===== src/smc_pkg.sv =====
package smc_pkg;
   // ----------------------------------------------------------------
   // State codes
   // ----------------------------------------------------------------
   typedef enum logic [2:0] {
      SMC_RESTART = 3'b000,
      SMC_SOFT_START = 3'b001,
      SMC_REGULATE = 3'b010,
      SMC_FAULT_WAIT = 3'b011,
      SMC_LIGHTLOAD_OFF = 3'b100
   } smc_state_t;

   // ----------------------------------------------------------------
   // Timing
   // ----------------------------------------------------------------
   localparam longint SMC_CLK_HZ = 125000000;
   localparam longint SMC_FAULT_WAIT_MS = 3000;
   localparam longint SMC_OV_EXIT_MS = 100;
   localparam longint SMC_LL_DELAY1_S = 10;
   localparam longint SMC_LL_DELAY2_S = 20;
   localparam longint SMC_LL_DELAY3_S = 30;
   localparam longint SMC_FAULT_WAIT_CYC = SMC_FAULT_WAIT_MS * SMC_CLK_HZ / 1000;
   localparam longint SMC_OV_EXIT_CYC = SMC_OV_EXIT_MS * SMC_CLK_HZ / 1000;
   localparam longint SMC_LL_DELAY1_CYC = SMC_LL_DELAY1_S * SMC_CLK_HZ;
   localparam longint SMC_LL_DELAY2_CYC = SMC_LL_DELAY2_S * SMC_CLK_HZ;
   localparam longint SMC_LL_DELAY3_CYC = SMC_LL_DELAY3_S * SMC_CLK_HZ;

   // ----------------------------------------------------------------
   // Droop and switching
   // ----------------------------------------------------------------
   localparam int SMC_DROOP_STEP_MV = 100;
   localparam int SMC_NORM_LOAD_MA = 2400;
   localparam logic [1:0] SMC_FSW_125K = 2'h0;
   localparam logic [1:0] SMC_FSW_250K = 2'h1;
   localparam logic [1:0] SMC_FSW_500K = 2'h2;
   localparam logic [1:0] SMC_FSW_1M = 2'h3;
   localparam logic [1:0] SMC_FSW_DEFAULT = SMC_FSW_500K;
endpackage


===== src/smc_slew_ramp.sv =====
`timescale 1ns/1ps
module smc_slew_ramp
   import smc_pkg::*;
#(
   parameter int WIDTH = 11,
   parameter int STEP_CYC0 = 2,
   parameter int STEP_CYC1 = 4,
   parameter int STEP_CYC2 = 8,
   parameter int STEP_CYC3 = 20
)(
   input wire logic mclk,
   input wire logic nrst,
   input wire logic run,
   input wire logic [WIDTH-1:0] target,
   input wire logic [1:0] slewSelect,
   output logic [WIDTH-1:0] level,
   output logic falling
);
   logic [15:0] stepCount;
   logic [15:0] stepLimit;
   wire stepTick = (stepCount >= stepLimit);

   assign stepLimit = (slewSelect == 2'h0) ? 16'(STEP_CYC0) :
                      (slewSelect == 2'h1) ? 16'(STEP_CYC1) :
                      (slewSelect == 2'h2) ? 16'(STEP_CYC2) : 16'(STEP_CYC3);
   assign falling = run && (level > target);

   // ----------------------------------------------------------------
   // Ramp
   // ----------------------------------------------------------------
   always_ff @(posedge mclk)
   begin
      if (!nrst || !run)
      begin
         stepCount <= 16'h0000;
         level <= target;
      end
      else if (level == target)
         stepCount <= 16'h0000;
      else if (stepTick)
      begin
         stepCount <= 16'h0000;
         level <= (level < target) ? level + 1'b1 : level - 1'b1;
      end
      else
         stepCount <= stepCount + 16'h0001;
   end
endmodule // smc_slew_ramp


===== src/smc_source_mode_ctrl.sv =====
`timescale 1ns/1ps
module smc_source_mode_ctrl
   import smc_pkg::*;
#(
   parameter logic [1:0] FSW_SELECT = SMC_FSW_DEFAULT,
   parameter int CODE_WIDTH = 11,
   parameter int TEMP_WIDTH = 8,
   parameter longint FAULT_WAIT_CYC = SMC_FAULT_WAIT_CYC,
   parameter longint OV_EXIT_CYC = SMC_OV_EXIT_CYC,
   parameter longint LL_DELAY1_CYC = SMC_LL_DELAY1_CYC,
   parameter longint LL_DELAY2_CYC = SMC_LL_DELAY2_CYC,
   parameter longint LL_DELAY3_CYC = SMC_LL_DELAY3_CYC,
   parameter int SOFT_START_CYC = 1000
)(
   input wire logic mclk,
   input wire logic nrst,
   input wire logic source_request_n,
   input wire logic sourceEnable,
   input wire logic highz_idle,
   input wire logic [1:0] droop_comp_select,
   input wire logic [11:0] outputCurrentMa,
   input wire logic lightload_off_enable,
   input wire logic [1:0] lightload_off_delay,
   input wire logic buckMode,
   input wire logic batteryAboveInput,
   input wire logic outputBelow6v,
   input wire logic currentBelow5ma,
   input wire logic [CODE_WIDTH-1:0] source_voltage_code,
   input wire logic internalFeedback,
   input wire logic voltage_source_select,
   input wire logic [1:0] voltage_slew_select,
   input wire logic ramp_down_sink_enable,
   input wire logic overvoltage_sink_enable,
   input wire logic outputOvervoltage,
   input wire logic outputUnder3v,
   input wire logic outputInRegulation,
   input wire logic thermistor_monitor_disable,
   input wire logic [TEMP_WIDTH-1:0] thermistor_input,
   input wire logic [TEMP_WIDTH-1:0] hotLimit0,
   input wire logic [TEMP_WIDTH-1:0] hotLimit1,
   input wire logic [TEMP_WIDTH-1:0] hotLimit2,
   input wire logic [TEMP_WIDTH-1:0] hotLimit3,
   input wire logic [1:0] hot_limit_select,
   input wire logic [TEMP_WIDTH-1:0] coldLimit0,
   input wire logic [TEMP_WIDTH-1:0] coldLimit1,
   input wire logic cold_limit_select,
   output logic [2:0] source_state_code,
   output logic sourceActive,
   output logic converterRun,
   output logic idleMode,
   output logic chargeDisable,
   output logic [CODE_WIDTH-1:0] voltageLevel,
   output logic [9:0] droopMv,
   output logic rampSinkOn,
   output logic ovSinkOn,
   output logic [1:0] switchFreqSelect
);
   // ----------------------------------------------------------------
   // Pin synchroniser
   // ----------------------------------------------------------------
   logic [2:0] reqSync;
   logic reqPin;
   always_ff @(posedge mclk)
   begin
      if (!nrst)
         reqSync <= 3'h7;
      else
         reqSync <= {reqSync[1:0], source_request_n};
   end
   always_ff @(posedge mclk)
   begin
      if (!nrst)
         reqPin <= 1'b0;
      else if (reqSync[1] == reqSync[2])
         reqPin <= ~reqSync[2];
   end

   // ----------------------------------------------------------------
   // Mode control
   // ----------------------------------------------------------------
   logic ovExit;
   logic [39:0] ovCount;
   smc_state_t state, next_state;
   logic [39:0] waitCount;
   logic [39:0] llCount;
   logic [39:0] llLimit;

   wire wantSource = sourceEnable && reqPin && !highz_idle && !ovExit;
   assign idleMode = !sourceActive;
   assign chargeDisable = highz_idle || sourceActive;

   always_ff @(posedge mclk)
   begin
      if (!nrst)
         sourceActive <= 1'b0;
      else
         sourceActive <= wantSource;
   end

   // overvoltage exit; latched until the request or sourceEnable is withdrawn
   always_ff @(posedge mclk)
   begin
      if (!nrst || !(sourceEnable && reqPin))
      begin
         ovCount <= 40'h0;
         ovExit <= 1'b0;
      end
      else if (sourceActive && outputOvervoltage)
      begin
         if (ovCount >= 40'(OV_EXIT_CYC))
            ovExit <= 1'b1;
         else
            ovCount <= ovCount + 40'h1;
      end
      else
         ovCount <= 40'h0;
   end

   // ----------------------------------------------------------------
   // Temperature window
   // ----------------------------------------------------------------
   wire [TEMP_WIDTH-1:0] hotSel = (hot_limit_select == 2'h0) ? hotLimit0 :
                                  (hot_limit_select == 2'h1) ? hotLimit1 :
                                  (hot_limit_select == 2'h2) ? hotLimit2 : hotLimit3;
   wire [TEMP_WIDTH-1:0] coldSel = cold_limit_select ? coldLimit1 : coldLimit0;
   // window compare (NTC: higher reading is colder)
   wire tempBad = !thermistor_monitor_disable &&
                  ((thermistor_input < hotSel) || (thermistor_input > coldSel));

   // ----------------------------------------------------------------
   // Light-load qualification
   // ----------------------------------------------------------------
   assign llLimit = (lightload_off_delay == 2'h0) ? 40'(LL_DELAY1_CYC) :
                    (lightload_off_delay == 2'h1) ? 40'(LL_DELAY2_CYC) : 40'(LL_DELAY3_CYC);
   wire llAllowed = sourceActive && buckMode && batteryAboveInput && outputBelow6v;
   wire llArmed = llAllowed && lightload_off_enable && (state == SMC_REGULATE);
   wire llDeclare = llArmed && currentBelow5ma && (llCount >= llLimit);

   always_ff @(posedge mclk)
   begin
      if (!nrst || !llArmed || !currentBelow5ma)
         llCount <= 40'h0;
      else if (llCount < llLimit)
         llCount <= llCount + 40'h1;
   end

   // ----------------------------------------------------------------
   // State machine
   // ----------------------------------------------------------------
   always_comb
   begin
      next_state = state;
      unique case (state)
         SMC_RESTART:
            if (!tempBad)
               next_state = SMC_SOFT_START;
         SMC_SOFT_START:
            if (waitCount >= 40'(SOFT_START_CYC))
               next_state = SMC_REGULATE;
         SMC_REGULATE:
            if (llDeclare)
               next_state = SMC_LIGHTLOAD_OFF;
            else if (outputUnder3v)
               next_state = SMC_FAULT_WAIT;
         SMC_FAULT_WAIT:
            if (waitCount >= 40'(FAULT_WAIT_CYC))
               next_state = SMC_RESTART;
         SMC_LIGHTLOAD_OFF:
            next_state = SMC_LIGHTLOAD_OFF;
         default:
            next_state = SMC_RESTART;
      endcase
      if (tempBad && state != SMC_LIGHTLOAD_OFF && state != SMC_FAULT_WAIT)
         next_state = SMC_RESTART;
      if (state == SMC_SOFT_START && outputUnder3v && !tempBad &&
          waitCount >= 40'(SOFT_START_CYC))
         next_state = SMC_FAULT_WAIT;
   end

   always_ff @(posedge mclk)
   begin
      // exit clears state; host cycles request to restart
      if (!nrst || !sourceActive)
         state <= SMC_RESTART;
      else
         state <= next_state;
   end

   always_ff @(posedge mclk)
   begin
      if (!nrst || !sourceActive || next_state != state)
         waitCount <= 40'h0;
      else
         waitCount <= waitCount + 40'h1;
   end

   // status code; zero outside source mode
   assign source_state_code = sourceActive ? state : SMC_RESTART;
   assign converterRun = sourceActive &&
                         (state == SMC_SOFT_START || state == SMC_REGULATE);

   // ----------------------------------------------------------------
   // Voltage setpoint
   // ----------------------------------------------------------------
   logic [CODE_WIDTH-1:0] heldCode;
   logic falling;
   wire followCode = internalFeedback && !voltage_source_select;
   always_ff @(posedge mclk)
   begin
      if (!nrst)
         heldCode <= source_voltage_code;
      else if (followCode || !sourceActive)
         heldCode <= source_voltage_code;
   end

   smc_slew_ramp #(.WIDTH(CODE_WIDTH)) slewRamp (
      .mclk(mclk),
      .nrst(nrst),
      .run(converterRun),
      .target(heldCode),
      .slewSelect(voltage_slew_select),
      .level(voltageLevel),
      .falling(falling)
   );

   always_ff @(posedge mclk)
   begin
      if (!nrst || !ramp_down_sink_enable || !converterRun)
         rampSinkOn <= 1'b0;
      else if (falling)
         rampSinkOn <= 1'b1;
      else if (outputInRegulation)
         rampSinkOn <= 1'b0;
   end

   always_ff @(posedge mclk)
   begin
      if (!nrst)
         ovSinkOn <= 1'b0;
      else
         ovSinkOn <= overvoltage_sink_enable && outputOvervoltage;
   end

   // ----------------------------------------------------------------
   // Droop compensation
   // ----------------------------------------------------------------
   // linear lift; no clipping, the 12-bit current input tops out at 4095mA
   wire [21:0] droopProd = 22'(droop_comp_select) * 22'(SMC_DROOP_STEP_MV) *
                           22'(outputCurrentMa);
   wire [21:0] droopQ = droopProd / 22'(SMC_NORM_LOAD_MA);
   always_ff @(posedge mclk)
   begin
      if (!nrst || !converterRun)
         droopMv <= 10'h000;
      else
         droopMv <= droopQ[9:0];
   end

   assign switchFreqSelect = FSW_SELECT;
endmodule // smc_source_mode_ctrl


===== config.mk =====
export PLATFORM = sky130hd
export DESIGN_NAME = smc_source_mode_ctrl
export DESIGN_NICKNAME = d
export VERILOG_FILES = /design/src/smc_pkg.sv /design/src/smc_slew_ramp.sv /design/src/smc_source_mode_ctrl.sv
export SDC_FILE = /design/constraint.sdc
export NUM_CORES = 1
export LEC_CHECK = 0
export BUFFER_PORTS_ARGS = -buffer_cell sky130_fd_sc_hd__buf_4
export CAP_MARGIN = 0
export CORE_ASPECT_RATIO = 0.6
export CORE_MARGIN = 8
export CORE_UTILIZATION = 56
export CTS_BUF_LIST = sky130_fd_sc_hd__clkbuf_16
export DETAILED_ROUTE_END_ITERATION = 10
export MAX_ROUTING_LAYER = met4
export PLACE_DENSITY = 0.83
export SETUP_SLACK_MARGIN = 0.5
export SLEW_MARGIN = 20
export SYNTH_ARGS = -nofsm -noshare
export SYNTH_HDL_FRONTEND = slang
export SYNTH_SLANG_ARGS = --single-unit

===== constraint.sdc =====
create_clock -name mclk -period 13.3 [get_ports mclk]
set_input_delay 2.66 -clock mclk [delete_from_list [all_inputs] [get_ports mclk]]
set_output_delay 2.66 -clock mclk [all_outputs]
set_load 0.1 [all_outputs]

# Yosys cells after proc, flatten, opt, wreduce, memory -nomap -nowiden
# Index checks and enable logic that the tools add are counted.
dict set report op_classes {
  add_sub_neg 6
  eq_ne 16
  n_bitwise 2
  n_reduce_logical 55
  mul 2
  mux 26
  div 1
  magnitude_cmp 10
}
# cell count
set ops {}
lappend ops {{40-bit by 1-bit adder with 40-bit output, second input constant} 3}
lappend ops {{11-bit 2-to-1 mux} 6}
lappend ops {{40-bit by 10-bit >= comparator with 1-bit output, second input constant} 1}
lappend ops {{40-bit by 24-bit >= comparator with 1-bit output, second input constant} 1}
lappend ops {{40-bit by 29-bit >= comparator with 1-bit output, second input constant} 1}
lappend ops {{40-bit by 32-bit >= comparator with 1-bit output} 1}
lappend ops {{40-bit by 32-bit less-than comparator with 1-bit output} 1}
lappend ops {{16-bit 2-to-1 mux} 2}
lappend ops {{32-bit 2-to-1 mux} 1}
lappend ops {{8-bit 2-to-1 mux} 4}
lappend ops {{31-bit 2-to-1 mux} 1}
lappend ops {{3-bit 2-to-1 mux} 8}
lappend ops {{21-bit by 12-bit divider with 22-bit output, second input constant} 1}
lappend ops {{1-bit logical AND} 21}
lappend ops {{7-bit by 12-bit multiplier with 19-bit output} 1}
lappend ops {{16-bit by 1-bit adder with 16-bit output, second input constant} 1}
lappend ops {{16-bit >= comparator} 1}
lappend ops {{3-bit one-hot mux with 5 select lines} 1}
lappend ops {{1-bit logical NOT} 12}
lappend ops {{1-bit logical OR} 12}
lappend ops {{11-bit by 1-bit adder with 11-bit output, second input constant} 1}
lappend ops {{11-bit == test} 1}
lappend ops {{11-bit > comparator} 1}
lappend ops {{11-bit less-than comparator} 1}
lappend ops {{other kinds (24)} 34}
dict set report totals {
  wordCells 132
  out_inout_bits 32
  register_bits 179
}

# Logic depth before layout (Yosys ltp)
dict set report logic_depth {
  word_depth 13
  mapped_depth 52
  depth_no_buf 42
}

# Hierarchy
# A second synthesis with hierarchy kept.
dict set report hier_totals {
  cells_unflattened 1728
  area_unflattened_um2 14310.0
}
# mod cells_per_inst instances area_each_um2
set by_module_without_submodules {}
lappend by_module_without_submodules {smc_source_mode_ctrl 1540 1 12570.8}
lappend by_module_without_submodules {smc_slew_ramp 188 1 1739.2}

# Worst setup path before layout
# Ideal clock, no wire load.
dict set report synth_path {
  path_type {input -> register}
  startpoint {input port droop_comp_select[0]}
  endpoint {register droopMv[0]}
  t_required_ns 13.234
  arrival_ns 13.296
  slack_ns -0.062
  path_stages 48
  cell_sequence {clkbuf_1 > inv_1 > ha_1 > clkbuf_1 > nor2b_1 > fa_1 > inv_1 > fa_1 > inv_1 > fa_1 > inv_1 > fa_1 > inv_1 > ha_1 > buf_4 > a21o_1 > nand3_1 > nand2_1 > [12 not listed] > nand2_1 > a211o_1 > nand2_4 > mux2_2 > a211o_1 > o32ai_1 > nor2_1 > o32a_1 > nand2_1 > mux2_4 > o21a_4 > buf_6 > a21oi_1 > a32oi_1 > a211o_2 > a21oi_2 > mux2_4 > a21oi_2}
}
dict set report synth_between {
  elab_chain_len 3
}
# item line_no
set synth_lines {}
lappend synth_lines {{start: declaration} smc_source_mode_ctrl.sv:20} ;# input wire logic [1:0] droop_comp_select,
lappend synth_lines {{2-bit by 5-bit multiplier with 7-bit output} smc_source_mode_ctrl.sv:248} ;# wire [21:0] droopProd = 22'(droop_comp_select) * 22'(SMC_DROOP_STEP_MV) *
lappend synth_lines {{7-bit by 12-bit multiplier with 19-bit output} smc_source_mode_ctrl.sv:248}
lappend synth_lines {{21-bit by 12-bit divider with 22-bit output} smc_source_mode_ctrl.sv:250} ;# wire [21:0] droopQ = droopProd / 22'(SMC_NORM_LOAD_MA);
lappend synth_lines {{end signal: assignment} smc_source_mode_ctrl.sv:256} ;# droopMv <= droopQ[9:0];
lappend synth_lines {{end: declaration} smc_source_mode_ctrl.sv:53} ;# output logic [9:0] droopMv,
# Every way passes these cells.
# A chain may end at the register's enable or synchronous reset.

# Final worst setup path
# Same ends and word-level chain as after synthesis.

==> flow_metrics.tcl <==
set metrics [dict create \
    clock_latency_ns 0.45 \
    grt_max_degree 41 \
    synth_edf_count 22 \
    ys_ff_latch 179 \
    drc_errors 0 \
    die_x_um 228 \
    crit_family "compound AO/OA/AOI/OAI gates" \
    hold_class "register to register" \
    worst_ep_required_time_ns 13.68 \
    skew_ns 0.0135 \
    port_buffers 135 \
    synth_top_area_cell "dfxtp_1" \
    first_pass_iters 8 \
    syn_inst 1819 \
    worstPathArrival_ns 13.22 \
    grt_pass1_wl_um 72400 \
    clk_pin_slew_ns 0.07 \
    grtUsageTotal 0.278 \
    hpwl_um 34500 \
    ys_types 111 \
    maxSlewHeadroom 0.232 \
    vias_per_cell 6.06 \
    cts_hold_buffers 0 \
    yosys.cell_count.top_type "nor2_1" \
    max_cap_violations 0 \
    core_area_um2 26400 \
    clock-sinks 179 \
    fin_crit_sh 0.965 \
    gp_congestion 1.04 \
    start_util 0.570 \
    ys_seq_area_frac 0.253 \
    worst_setup_path_start_kind "input port" \
    fin_ws_ns 0.462 \
    area_delta_synth_final_pct 28.9 \
    antenna_found_initial 0 \
    synth_top_area_frac 0.209 \
    grt_pass1_vias 14500 \
    vias 15200 \
    syn_area_um2 15100 \
    rows 46 \
    antenna_left 0 \
    cts_buffers 17 \
    root_buffer "clkbuf_16" \
    finalSetupViolCount 0 \
    drt_iter0_drc 1762 \
    nNetsFinal 2387 \
    critPathBufInv 14 \
    postSynthAreaPerCell_um2 8.28 \
    crit_path_max_incr_delay_ns 0.57 \
    run_status "complete, no violations" \
    asyncSetResetFlopFracSynth 0 \
    wl_um 46000 \
    htree_levels 4 \
    cts_max_path_buffers 2 \
    synth_common_cells "nor2_1 (209), dfxtp_1 (157), nand2_1 (151)" \
    post-route-min-period_ns 12.84 \
    path_class "input port to register" \
    overflow 0 \
    synth.area.top_cells "dfxtp_1 (21%), ha_1 (9.1%), nor2_1 (5.2%)" \
    slew_violations 0 \
    rsz0062_at_grt "true" \
    crit_fanout 8 \
    fmax_ghz 0.0779 \
    die_h_um 143 \
    fin_hold_ws_ns 0.428 \
    synth_ff_type "dfxtp_1" \
    finalHoldViolations 0 \
    drive_gt1_frac 0.272 \
    cts_tree "yes" \
    yosysWarnings 0 \
    cp_slowest_cell "or3_2" \
    place_ws_ns -0.258 \
    crit_path_end_kind "register" \
    worst_pin_slew_ns 1.14 \
    die_area_um2 32600 \
    ios 138 \
    cpMostUsedCell "buf_4" \
    routedWlPerCell_um 18.3 \
    n_antenna_cell 0 \
]
per-stage QoR:
stage | std cells | util | setup TNS, ns | cell area [µm²]
4_1_cts | 2467 | 0.704 | 0 | 18600
2_1_floorplan | 1829 | - | 0 | 15300
5_1_grt | 2506 | 0.735 | 0 | 19400
3_3_place_gp | 2411 | 0.666 | -0.0411 | 17600
3_5_place_dp | 2411 | 0.666 | -0.308 | 17600
6_report | 2506 | 0.735 | 0 | 19400
final cells by class:
class                           count  area (µm²)
Timing Repair Buffer              355        2760
Multi-Input combinational cell   1485       11400
Clock buffer                       18         450
Sequential cell                   179        3800
Tap cell                          360         450
Fill cell                        1834        7010
Inverter                           95         357
Clock inverter                     14         148
registers in the layout, indices dropped and copies added, names as in the netlist:
signal / count
reqSync: 3
sourceActive: 1
rampSinkOn: 1
heldCode: 11
llCount: 40
ovSinkOn: 1
state: 3
reqPin: 1
slewRamp.level: 11
ovCount: 40
ovExit: 1
waitCount: 40
droopMv: 10
slewRamp.stepCount: 16
metal layers:
metal	GRT usage	share of wire
met4	0.0747	0.021
met3	0.0750	0.099
met5	-	0
met1	0.375	0.45
met2	0.405	0.43
placed cells by master (no fill, tap or decap), types with 58 or more instances in the layout:
cell     Yosys  layout
nor2_1     209     205
dfxtp_1    157     157
buf_4        7     337
a21oi_1     81      77
nand2_1    151     141
ha_1       110     102
xnor2_1     76      75
xor2_1      62      60
o21ai_0     69      58
nand3_1     75      69
inv_1       95      92
and2_1      65      64
what timing repair did:
action | CTS | global route
gates resized for setup | 40 | 110
pin swaps | 21 | 55
endpoints found under the setup margin | 2 | 2
buffers inserted | 22 | 39
cloned | 2 | 0
path summary, 6_finish.rpt:
path	start	to	slack [ns]	cells after the start
min	ovExit	sourceActive	0.43	1
max reg2reg	slewRamp.level[1]	slewRamp.level[10]	7.55	26
max	droop_comp_select[0]	droopMv[0]	0.46	49
min reg2reg	ovExit	sourceActive	0.43	1
cells by family after synthesis:
family	after synthesis	synth area share
buf+inv	167	0.0473
simple gates	748	0.249
flops	179	0.253
fa+ha+maj	150	0.143
compound gates	385	0.184
mux	47	0.0394
xor+xnor	141	0.0835
other cells	2	0.000499
Power is left out: the tool's default activity adds up to more than one toggle a clock period on the data nets, which glitch-free logic cannot reach.
